===== config.mk =====
export PLATFORM = sky130hd
export DESIGN_NAME = prmr_core
export DESIGN_NICKNAME = d
export VERILOG_FILES = /design/src/pkg/prmr_pkg.sv /design/src/rtl/prmr_core.sv
export VERILOG_INCLUDE_DIRS = /design/src /design/src/pkg
export SDC_FILE = /design/constraint.sdc
export NUM_CORES = 1
export LEC_CHECK = 0
export ABC_CLOCK_PERIOD_IN_PS = 3000
export BUFFER_PORTS_ARGS = -buffer_cell sky130_fd_sc_hd__buf_2
export CORE_MARGIN = 2
export CORE_UTILIZATION = 54
export DETAILED_ROUTE_END_ITERATION = 8
export PLACE_DENSITY = 0.81
export SLEW_MARGIN = 0
export SYNTH_ARGS = -nofsm -noshare
export SYNTH_HDL_FRONTEND = slang
export SYNTH_SLANG_ARGS = --single-unit

===== constraint.sdc =====
create_clock -name clk_i -period 3 [get_ports clk_i]
set_clock_uncertainty 0.2 [all_clocks]
set_input_delay 0 -clock clk_i [delete_from_list [all_inputs] [get_ports clk_i]]
set_output_delay 0 -clock clk_i [all_outputs]
set_load 0.05 [all_outputs]

===== src/pkg/prmr_consts.svh =====
`ifndef PRMR_CONSTS_SVH
`define PRMR_CONSTS_SVH

// ****************************************************************
// Register word indices (byte address bits 4:2).
// ****************************************************************
`define PRMR_A_CDB_LO 3'h0
`define PRMR_A_CDB_HI 3'h1
`define PRMR_A_CTRL 3'h2
`define PRMR_A_DATA 3'h3
`define PRMR_A_STATUS 3'h4
`define PRMR_A_RESV 3'h5

// ****************************************************************
// Control bits.
// ****************************************************************
`define PRMR_C_GO 0
`define PRMR_C_BDR 1
`define PRMR_C_PRINTED 2
`define PRMR_C_BUFFERED 3
`define PRMR_C_TP_SUPP 8

// ****************************************************************
// Command fields and codes.
// ****************************************************************
`define PRMR_OP_PRINT 8'h0A
`define PRMR_OP_SLEW 8'h0B
`define PRMR_OP_MODE_SEL 8'h15
`define PRMR_OP_RESERVE 8'h16
`define PRMR_OP_RELEASE 8'h17
`define PRMR_HDR_MODE_BYTE 8'h02
`define PRMR_BMODE_HI 6
`define PRMR_BMODE_LO 4
`define PRMR_BMODE_BUFFERED 3'h1
`define PRMR_ST_GOOD 8'h00
`define PRMR_ST_CHECK 8'h02
`define PRMR_ST_CONFLICT 8'h18
`define PRMR_SK_NONE 4'h0
`define PRMR_SK_ILLEGAL 4'h5
`define PRMR_SK_UATTN 4'h6
`define PRMR_UA_RESET 8'hFF

`endif


===== src/pkg/prmr_pkg.sv =====
package prmr_pkg;

    // ************************************************************
    // Command engine states.
    // ************************************************************
    typedef enum logic [1:0] {
        PRMR_IDLE,
        PRMR_DATA,
        PRMR_PRINT_WAIT
    } prmr_state_e;

    typedef logic [2:0] prmr_id_t;

endpackage


===== src/rtl/prmr_core.sv =====
`timescale 1ns/1ps
`include "prmr_consts.svh"

module prmr_core (
    // Clock, reset and enable.
    input wire logic clk_i,
    input wire logic rstn_i,
    input wire logic ce_i,
    // Avalon-MM slave.
    input wire logic [4:0] avs_address_i,
    input wire logic avs_read_i,
    input wire logic avs_write_i,
    input wire logic [3:0] avs_byteenable_i,
    input wire logic [31:0] avs_writedata_i,
    output logic [31:0] avs_readdata_o,
    output logic avs_waitrequest_o
);

    // ************************************************************
    // Bus slave.
    // ************************************************************
    logic wait_q;
    logic next_wait_q;
    logic [31:0] rdata;
    logic [31:0] next_rdata;
    logic acc;
    logic wr_acc;
    logic [2:0] widx;

    // Command registers and engine state.
    logic [31:0] cdb_lo;
    logic [31:0] next_cdb_lo;
    logic [15:0] cdb_hi;
    logic [15:0] next_cdb_hi;
    prmr_pkg::prmr_id_t init_id;
    prmr_pkg::prmr_id_t next_init_id;
    logic tp_supp;
    logic next_tp_supp;
    prmr_pkg::prmr_state_e state;
    prmr_pkg::prmr_state_e next_state;
    logic [7:0] remain;
    logic [7:0] next_remain;
    logic [7:0] bidx;
    logic [7:0] next_bidx;
    logic [2:0] bmode;
    logic [2:0] next_bmode;
    logic busy;
    logic next_busy;
    logic done;
    logic next_done;
    logic [7:0] stat;
    logic [7:0] next_stat;
    logic [3:0] sense;
    logic [3:0] next_sense;
    logic [7:0] ua;
    logic [7:0] next_ua;
    logic [7:0] rv;
    logic [7:0] next_rv;
    logic [7:0] rtp;
    logic [7:0] next_rtp;
    prmr_pkg::prmr_id_t holder [8];
    prmr_pkg::prmr_id_t next_holder [8];
    prmr_pkg::prmr_id_t rtpid [8];
    prmr_pkg::prmr_id_t next_rtpid [8];

    // Decoded command fields.
    logic [7:0] op;
    logic [2:0] lun;
    logic req_tp;
    prmr_pkg::prmr_id_t req_tpid;
    logic go;
    logic go_acc;
    logic data_wr;

    function automatic logic [31:0] merge(input logic [31:0] old_v,
                                          input logic [31:0] new_v,
                                          input logic [3:0] be);
        logic [31:0] m;
        m = {{8{be[3]}}, {8{be[2]}}, {8{be[1]}}, {8{be[0]}}};
        merge = (old_v & ~m) | (new_v & m);
    endfunction

    // Owner for access checks: the named device of a third-party
    // reservation, otherwise the initiator that made it.
    function automatic prmr_pkg::prmr_id_t owner(input logic tp,
                                                 input prmr_pkg::prmr_id_t h,
                                                 input prmr_pkg::prmr_id_t d);
        owner = tp ? d : h;
    endfunction

    assign acc = (avs_read_i | avs_write_i) & ~wait_q;
    assign wr_acc = acc & avs_write_i;
    assign widx = avs_address_i[4:2];
    assign op = cdb_lo[7:0];
    assign lun = cdb_lo[15:13];
    assign req_tp = cdb_lo[12];
    assign req_tpid = cdb_lo[11:9];
    assign go = wr_acc && widx == `PRMR_A_CTRL && avs_byteenable_i[0]
        && avs_writedata_i[`PRMR_C_GO];
    assign go_acc = go && !busy;
    assign data_wr = wr_acc && widx == `PRMR_A_DATA && avs_byteenable_i[0];

    always_comb begin
        next_wait_q = 1'b1;
        next_rdata = rdata;
        if ((avs_read_i | avs_write_i) && wait_q) begin
            next_wait_q = 1'b0;
            next_rdata = 32'h0;
            if (avs_read_i) begin
                case (widx)
                    `PRMR_A_CDB_LO: next_rdata = cdb_lo;
                    `PRMR_A_CDB_HI: next_rdata = {13'h0, init_id, cdb_hi};
                    `PRMR_A_CTRL: next_rdata = {23'h0, tp_supp, 8'h0};
                    `PRMR_A_DATA: next_rdata = {24'h0, remain};
                    `PRMR_A_STATUS: next_rdata = {ua, 1'b0, bmode, sense,
                        stat, 6'h0, done, busy};
                    `PRMR_A_RESV: next_rdata = {24'h0, rtpid[lun], rtp[lun],
                        holder[lun], rv[lun]};
                    default: next_rdata = 32'h0;
                endcase
            end
        end
    end

    always_ff @(posedge clk_i or negedge rstn_i) begin
        if (!rstn_i) begin
            wait_q <= 1'b1;
            rdata <= 32'h0;
        end else if (ce_i) begin
            wait_q <= next_wait_q;
            rdata <= next_rdata;
        end
    end

    assign avs_readdata_o = rdata;
    assign avs_waitrequest_o = wait_q;

    // ************************************************************
    // Command engine.
    // ************************************************************
    always_comb begin
        next_cdb_lo = cdb_lo;
        next_cdb_hi = cdb_hi;
        next_init_id = init_id;
        next_tp_supp = tp_supp;
        next_state = state;
        next_remain = remain;
        next_bidx = bidx;
        next_bmode = bmode;
        next_busy = busy;
        next_done = done;
        next_stat = stat;
        next_sense = sense;
        next_ua = ua;
        next_rv = rv;
        next_rtp = rtp;
        next_holder = holder;
        next_rtpid = rtpid;
        if (wr_acc && widx == `PRMR_A_CDB_LO) begin
            next_cdb_lo = merge(cdb_lo, avs_writedata_i, avs_byteenable_i);
        end
        if (wr_acc && widx == `PRMR_A_CDB_HI) begin
            next_cdb_hi = 16'(merge({16'h0, cdb_hi}, avs_writedata_i,
                avs_byteenable_i));
            if (avs_byteenable_i[2]) begin
                next_init_id = avs_writedata_i[18:16];
            end
        end
        if (wr_acc && widx == `PRMR_A_CTRL && avs_byteenable_i[1]) begin
            next_tp_supp = avs_writedata_i[`PRMR_C_TP_SUPP];
        end
        if (go_acc) begin
            next_done = 1'b1;
            next_stat = `PRMR_ST_GOOD;
            next_sense = `PRMR_SK_NONE;
            if (ua[lun]) begin
                next_ua[lun] = 1'b0;
                next_stat = `PRMR_ST_CHECK;
                next_sense = `PRMR_SK_UATTN;
            end else if (op == `PRMR_OP_RESERVE) begin
                if (req_tp && !tp_supp) begin
                    next_stat = `PRMR_ST_CHECK;
                    next_sense = `PRMR_SK_ILLEGAL;
                end else if (rv[lun] && holder[lun] != init_id) begin
                    next_stat = `PRMR_ST_CONFLICT;
                end else begin
                    next_rv[lun] = 1'b1;
                    next_holder[lun] = init_id;
                    next_rtp[lun] = req_tp;
                    next_rtpid[lun] = req_tp ? req_tpid : 3'h0;
                end
            end else if (op == `PRMR_OP_RELEASE) begin
                if (req_tp && !tp_supp) begin
                    next_stat = `PRMR_ST_CHECK;
                    next_sense = `PRMR_SK_ILLEGAL;
                end else if (rv[lun] && holder[lun] == init_id
                    && rtp[lun] == req_tp
                    && (!req_tp || rtpid[lun] == req_tpid)) begin
                    next_rv[lun] = 1'b0;
                    next_rtp[lun] = 1'b0;
                    next_rtpid[lun] = 3'h0;
                    next_holder[lun] = 3'h0;
                end
            end else if (rv[lun]
                && owner(rtp[lun], holder[lun], rtpid[lun]) != init_id) begin
                next_stat = `PRMR_ST_CONFLICT;
            end else if (op == `PRMR_OP_MODE_SEL) begin
                if (cdb_hi[7:0] != 8'h0) begin
                    next_done = 1'b0;
                    next_busy = 1'b1;
                    next_state = prmr_pkg::PRMR_DATA;
                    next_remain = cdb_hi[7:0];
                    next_bidx = 8'h0;
                end
            end else if (op == `PRMR_OP_PRINT || op == `PRMR_OP_SLEW) begin
                next_done = 1'b0;
                next_busy = 1'b1;
                next_state = prmr_pkg::PRMR_PRINT_WAIT;
            end
        end else if (go) begin
            next_done = done;
        end
        case (state)
            prmr_pkg::PRMR_IDLE: begin
                next_state = next_state;
            end
            prmr_pkg::PRMR_DATA: begin
                if (data_wr) begin
                    if (bidx == `PRMR_HDR_MODE_BYTE) begin
                        next_bmode = avs_writedata_i[`PRMR_BMODE_HI:
                            `PRMR_BMODE_LO];
                    end
                    next_bidx = bidx + 8'h1;
                    next_remain = remain - 8'h1;
                    if (remain == 8'h1) begin
                        next_state = prmr_pkg::PRMR_IDLE;
                        next_busy = 1'b0;
                        next_done = 1'b1;
                    end
                end
            end
            prmr_pkg::PRMR_PRINT_WAIT: begin
                if (wr_acc && widx == `PRMR_A_CTRL && avs_byteenable_i[0]
                    && (avs_writedata_i[`PRMR_C_PRINTED]
                    || (bmode == `PRMR_BMODE_BUFFERED
                    && avs_writedata_i[`PRMR_C_BUFFERED]))) begin
                    next_state = prmr_pkg::PRMR_IDLE;
                    next_busy = 1'b0;
                    next_done = 1'b1;
                end
            end
            default: begin
                next_state = prmr_pkg::PRMR_IDLE;
                next_busy = 1'b0;
            end
        endcase
        if (wr_acc && widx == `PRMR_A_CTRL && avs_byteenable_i[0]
            && avs_writedata_i[`PRMR_C_BDR]) begin
            next_rv = 8'h0;
            next_rtp = 8'h0;
            next_ua = `PRMR_UA_RESET;
        end
    end

    always_ff @(posedge clk_i or negedge rstn_i) begin
        if (!rstn_i) begin
            cdb_lo <= 32'h0;
            cdb_hi <= 16'h0;
            init_id <= 3'h0;
            tp_supp <= 1'b0;
            state <= prmr_pkg::PRMR_IDLE;
            remain <= 8'h0;
            bidx <= 8'h0;
            bmode <= 3'h0;
            busy <= 1'b0;
            done <= 1'b0;
            stat <= 8'h0;
            sense <= 4'h0;
            ua <= `PRMR_UA_RESET;
            rv <= 8'h0;
            rtp <= 8'h0;
            for (int i = 0; i < 8; i++) begin
                holder[i] <= 3'h0;
                rtpid[i] <= 3'h0;
            end
        end else if (ce_i) begin
            cdb_lo <= next_cdb_lo;
            cdb_hi <= next_cdb_hi;
            init_id <= next_init_id;
            tp_supp <= next_tp_supp;
            state <= next_state;
            remain <= next_remain;
            bidx <= next_bidx;
            bmode <= next_bmode;
            busy <= next_busy;
            done <= next_done;
            stat <= next_stat;
            sense <= next_sense;
            ua <= next_ua;
            rv <= next_rv;
            rtp <= next_rtp;
            holder <= next_holder;
            rtpid <= next_rtpid;
        end
    end

    // ************************************************************
    // Assertions.
    // ************************************************************
    logic plain_go;
    logic bdr_wr;
    assign plain_go = ce_i && go_acc && !ua[lun];
    assign bdr_wr = ce_i && wr_acc && widx == `PRMR_A_CTRL
        && avs_byteenable_i[0] && avs_writedata_i[`PRMR_C_BDR];
endmodule


# [After elaboration in Yosys (flattened, before gate mapping)]
# Index checks and enable logic that the tools add are counted.
[op_classes] addsub=2 n_reduce_logical=46 n_mux=122 n_lt_le_gt_ge=4 n_bitwise=21 n_eq_ne=24
[op_table] cell="two-way mux 8 bit" n=42
[op_table] cell="two-way mux 24 bit" n=12
[op_table] cell="case mux 32 bit (6 select lines)" n=1
[op_table] cell="AND 32 bit" n=2
[op_table] cell="AND 24 bit" n=2
[op_table] cell="bitwise mux 24 bit" n=2
[op_table] cell="two-way mux 32 bit" n=1
[op_table] cell="NOT 32 bit" n=1
[op_table] cell="bitwise OR 32 bit" n=1
[op_table] cell="two-way mux 1 bit" n=27
[op_table] cell="AND 8 bit" n=3
[op_table] cell="== test 8 x 5 -> 1 bit, second input constant" n=3
[op_table] cell="two-way mux 2 bit" n=12
[op_table] cell="two-way mux 3 bit" n=8
[op_table] cell="NOT 24 bit" n=1
[op_table] cell="logical AND 1 bit" n=21
[op_table] cell="binary-select mux 3 bit (select 3 bit)" n=2
[op_table] cell="AND 16 bit" n=1
[op_table] cell="== test 8 x 4 -> 1 bit, second input constant" n=2
[op_table] cell="bitwise OR 16 bit" n=1
[op_table] cell="two-way mux 5 bit" n=3
[op_table] cell="AND reduction 7 bit" n=2
[op_table] cell="two-way mux 4 bit" n=3
[op_table] cell="AND reduction 2 bit" n=5
[op_table] cell="41 further kinds" n=61
[totals] reg_bits=192 inputBits=46 output_inout_bits=33 word_cells=252

# [Longest topological paths before layout]
[logic_depth] word_depth=15 ltp_mapped=13 mapped_depth_nobuf=8

# [Worst setup path before layout]
# No wires, ideal clock.
[synth_path] path_type="flip-flop to flip-flop" startpoint="reg wait_q, in the netlist avs_waitrequest_o" endpoint="reg holder[21] (netlist name)" n_path_buf=1 stages_incl_launch_ff=10 setup_ns=0.128 synth_period_minus_slack_ns=3.144 arrival_ns=2.816 slack_ns=-0.144 required_time_ns=2.672 cell_sequence="dfstp_2 > nand4b_1 > nor4b_4 > nand2_2 > or2_1 > or3b_1 > a311oi_4 > buf_4 > nand2_2 > mux2_1"
[synth_via] elab_chain_cells=8
[synth_rtl] element="from (decl)" line_no="prmr_core.sv:22" rtl="logic wait_q;"
[synth_rtl] element="from (signal assigned)" line_no="prmr_core.sv:130" rtl="wait_q <= next_wait_q;"
[synth_rtl] element="NOT 1 bit" line_no="prmr_core.sv:91" rtl="assign acc = (avs_read_i | avs_write_i) & ~wait_q;"
[synth_rtl] element="AND 1 bit" line_no="prmr_core.sv:91"
[synth_rtl] element="AND 1 bit" line_no="prmr_core.sv:92" rtl="assign wr_acc = acc & avs_write_i;"
[synth_rtl] element="logical AND 1 bit (no line)"
[synth_rtl] element="logical AND 1 bit (2 in a row)" line_no="prmr_core.sv:98" rtl="assign go = wr_acc && widx == `PRMR_A_CTRL && avs_byteenable_i[0]"
[synth_rtl] element="logical AND 1 bit" line_no="prmr_core.sv:100" rtl="assign go_acc = go && !busy;"
[synth_rtl] element="AND reduction 7 bit (no line)"
[synth_rtl] element="to (signal assigned)" line_no="prmr_core.sv:302" rtl="holder <= next_holder;"
[synth_rtl] element="to (decl)" line_no="prmr_core.sv:61" rtl="prmr_pkg::prmr_id_t holder [8];"
# Every way passes these cells.
# A chain may end at the register's enable or synchronous reset.

==> flow_summary.rst <==
.. list-table::
   :header-rows: 1

   * - Metric
     - Value
   * - Status
     - finished with violations
   * - Violations in the final reports
     - setup timing
   * - Worst setup margin
     - -182 ps
   * - Count of distinct cell types in the synthesized netlist
     - 66
   * - GR Overflow Total
     - 0
   * - Gate Count Post-Synth
     - roughly 840
   * - Number of standard cells in the final layout excluding fillers
     - 1271
   * - Arr. time, crit path
     - 3300 ps
   * - YS warnings
     - 0
   * - Critical path data required time
     - around 3100 ps
   * - Final layout net count
     - ~1100
   * - Primary flip-flop cell chosen by synthesis mapping
     - dfrtp_1
   * - Post-layout util
     - 0.722
   * - Die extent in x
     - ~130 µm
   * - Internal portion of total power
     - around 0.0045 W
   * - Worst Hold Margin
     - between 30 and 40 ps
   * - Via count of the first global-routing pass
     - just over 8000
   * - Final period utilization
     - 1.06
   * - Dominant delay contributor by cell family on the critical path
     - simple AND/OR/NAND/NOR gates
   * - Switching power
     - between 0.0015 and 0.002 W
   * - Register clock-pin slew on the reported worst setup and hold paths
     - around 70 ps
   * - Proportion of power drawn by flip-flops and latches
     - 0.439
   * - CTS root buf
     - clkbuf_16
   * - Share of power burned in the clock network
     - 0.354
   * - H-tree Lvls
     - 4
   * - Share of flip-flops with an asynchronous set or reset
     - 1.00
   * - Total via count after detailed routing
     - between 8000 and 9000
   * - Layout cells sized above 1
     - 0.358
   * - Register-to-Register Path Depth
     - 10
   * - Cell area after technology mapping
     - around 9200 µm²
   * - Port bufs
     - 76
   * - Final Setup Violations
     - 68
   * - Cts bufs inserted
     - 17
   * - Per-instance average area after synthesis
     - roughly 11 µm²
   * - DRC violation total after the first TritonRoute iteration
     - 1121
   * - TritonCTS clock tree
     - yes
   * - Post-route DRC violation count
     - 0
   * - Endpoints failing hold
     - 0
   * - Count of filler cells inserted in the layout
     - between 900 and 1000
   * - Remaining number of nets flagged by the antenna check after routing
     - 0
   * - Power density over the cells
     - 537 nW/µm²
   * - Final antenna diode count
     - 0
   * - Cell-by-cell listing of the critical path
     - or3b_1 > a21oi_2 > nor2_2 > or2_1 > or3b_4 > a311oi_4 > buf_6 > buf_12 > nand2_8 > mux2_4
   * - Class of the tightest hold or removal check
     - in -> reg
   * - Site Rows
     - between 40 and 50
   * - Cell count of the worst hold path
     - 5
   * - Slowest cell on the critical path
     - dfrtp_2
   * - Most frequent cells in the layout
     - dfrtp_1 (172), nand2_1 (82), buf_4 (82), mux2_2 (80), buf_2 (75)
   * - Total negative slack
     - -6950 ps
   * - Critical Path End Type
     - flop
   * - Synthesis-to-finish area growth
     - 30.3%
   * - Critical path class
     - reg -> reg
   * - Largest net degree at the start of global routing
     - ~60
   * - Core region area
     - between 15000 and 20000 µm²
   * - Clock insertion delay at the later pin of the skew report
     - about 450 ps
   * - I/O pins
     - 79
   * - Final worst path period need
     - roughly 3200 ps
   * - Total Die Area
     - about 18000 µm²
   * - Die Ht
     - around 130 µm
   * - Buf/Inv on CP
     - 2
   * - Initial Util
     - 0.554
   * - RSZ-0062 raised after global routing
     - yes
   * - Category of the worst setup path launch point
     - flop
   * - Flops & latches, synth
     - 184
   * - Number of placed instances, taps included
     - 1176
   * - Critical path depth in cells
     - 10
   * - Post-synth EDFFs
     - 0
   * - Power share of the combinational group
     - 0.207
   * - Number of iterations in the first detailed-routing pass
     - 6
   * - Net Count, Synth
     - approximately 900
   * - Largest stage delay on the critical path
     - ~470 ps
   * - Initial antenna violation count
     - 0
   * - Max Buffers Root-to-Sink
     - 2
   * - Most common cell after layout, fill and taps aside
     - dfrtp_1
   * - Worst slew margin relative to its limit
     - 0.415
   * - HPWL after DPL
     - approximately 18000 µm
   * - Via density per instance
     - 6.67
   * - Count of maximum capacitance violations
     - 0
   * - Post-DR wirelength/cell
     - around 23 µm
   * - Leakage power
     - between 5 and 6 nW
   * - Fmax
     - approximately 310 MHz
   * - GP Congestion
     - between 0.9 and 1
   * - Total wire length after detailed routing
     - 29500 µm
   * - Global-route wire length before repair
     - 44100 µm
   * - Slew of the pin with the lowest slew margin
     - between 800 and 900 ps
   * - Aggregate global-route resource usage
     - 0.313
   * - Net switching share of the total power
     - 0.305
   * - Max FO, Critical Path
     - 7
   * - Max VDD drop
     - between 0.0004 and 0.0005 V
   * - Number of sinks on the clock net
     - ~180
   * - Sequential share of the synthesized area
     - 0.501
   * - Number of slew-limit violations in the final report
     - 0
==> layer usage <==
layer / share of wire / GRT usage / up-vias / wire [µm]
met4: 0.053 / 0.127 / 0 / 1570
li1: - / - / 3517 / -
met1: 0.37 / 0.413 / 4160 / 11000
met2: 0.48 / 0.511 / 649 / 14200
met3: 0.094 / 0.0634 / 155 / 2790
met5: 0 / 0 / - / 0
==> power groups by stage <==
| stage | Sequential, W | Combinational [W] | Clock (W) |
|---|---|---|---|
| 3_5_place_dp | 0.00285 | 0.00108 | 0 |
| 6_report | 0.00283 | 0.00133 | 0.00228 |
| 5_1_grt | 0.00284 | 0.00140 | 0.00237 |
| 2_1_floorplan | 0.00287 | 0.000575 | 0 |
| 4_1_cts | 0.00281 | 0.00119 | 0.00227 |
| 3_3_place_gp | 0.00284 | 0.00106 | 0 |
==> timing repair <==
action,in CTS,in global routing
cloned,1,0
pin swaps,9,16
endpoints found under the setup margin,70,86
hold buffers,48,0
gates resized for setup,38,50
setup buffers,6,8
hold endpoints to repair,269,0
==> synth_stat cells, types with 4 or more instances <==
cell / count / area share
dfrtp_1: 175 / 0.47
nand2_1: 91 / 0.037
mux2_2: 87 / 0.11
mux2i_1: 43 / 0.047
nor2_1: 40 / 0.016
inv_1: 32 / 0.013
o21ai_0: 30 / 0.016
clkbuf_1: 27 / 0.011
a22oi_1: 22 / 0.018
o22ai_1: 22 / 0.015
o2bb2ai_1: 21 / 0.020
a21oi_1: 20 / 0.011
nand3_1: 18 / 0.0098
a222oi_1: 15 / 0.016
nor3_1: 14 / 0.0076
a22o_1: 13 / 0.012
a221o_1: 10 / 0.011
dfstp_2: 9 / 0.026
nor2b_1: 9 / 0.0061
xor2_1: 9 / 0.0085
ha_1: 8 / 0.011
and2_1: 7 / 0.0047
a21o_1: 6 / 0.0049
a32o_1: 6 / 0.0065
and3_1: 6 / 0.0041
buf_2: 6 / 0.0033
mux2_1: 6 / 0.0073
nand2b_1: 6 / 0.0041
a31o_2: 4 / 0.0038
buf_1: 4 / 0.0016
buf_4: 4 / 0.0033
nand3b_1: 4 / 0.0033
==> through the flow <==
step | power [W] | worst slack (ps) | instance area (µm²)
final | 0.00645 | -182 | 12000
after global routing | 0.00661 | -249 | 12000
after global placement | 0.00390 | -196 | 10500
after CTS | 0.00627 | -129 | 11700
after detailed placement | 0.00393 | -254 | 10500
after floorplan | 0.00345 | -114 | 9300
==> kinds of logic (layout without fill, tap and decap cells) <==
group,after synthesis,count (layout),share of synthesized area
xor+xnor,9,9,0.00855
flops,184,184,0.501
mux,139,139,0.168
simple gates,224,224,0.118
fa+ha+maj,8,8,0.0109
compound gates,198,198,0.161
buf+inv,74,289,0.0326
==> final cells by class <==
cell class	instances	area [µm²]	area share
Multi-Input combinational cell	578	4680	0.389
Inverter	33	124	0.0103
Timing Repair Buffer	224	1740	0.145
Tap cell	220	275	0.0229
Sequential cell	184	4620	0.385
Clock inverter	11	139	0.0116
Clock buffer	21	440	0.0367
==> tightest hold or removal path, delay by kind of cell <==
kind	cells	cell delay, ps
and+or+nand+nor	1	130
buffers and inverters	2	310
AOI/OAI and AO/OA	2	200
==> final timing paths <==
check	from	end	slack [ps]
worst max-delay path	flop	holder[23]$_DFFE_PN0P_	-180
worst min-delay path	avs_address_i[2]	avs_readdata_o[18]$_DFFE_PN0P_	30
worst max register to register	flop	holder[23]$_DFFE_PN0P_	-180
worst min register to register	avs_readdata_o[28]$_DFFE_PN0P_	avs_readdata_o[28]$_DFFE_PN0P_	290
max in group asynchronous	rstn_i	avs_waitrequest_o$_DFFE_PN1P_	1610
min in group asynchronous	rstn_i	ua[7]$_DFFE_PN1P_	500
No activity file was read; power rests on OpenSTA's default activity.
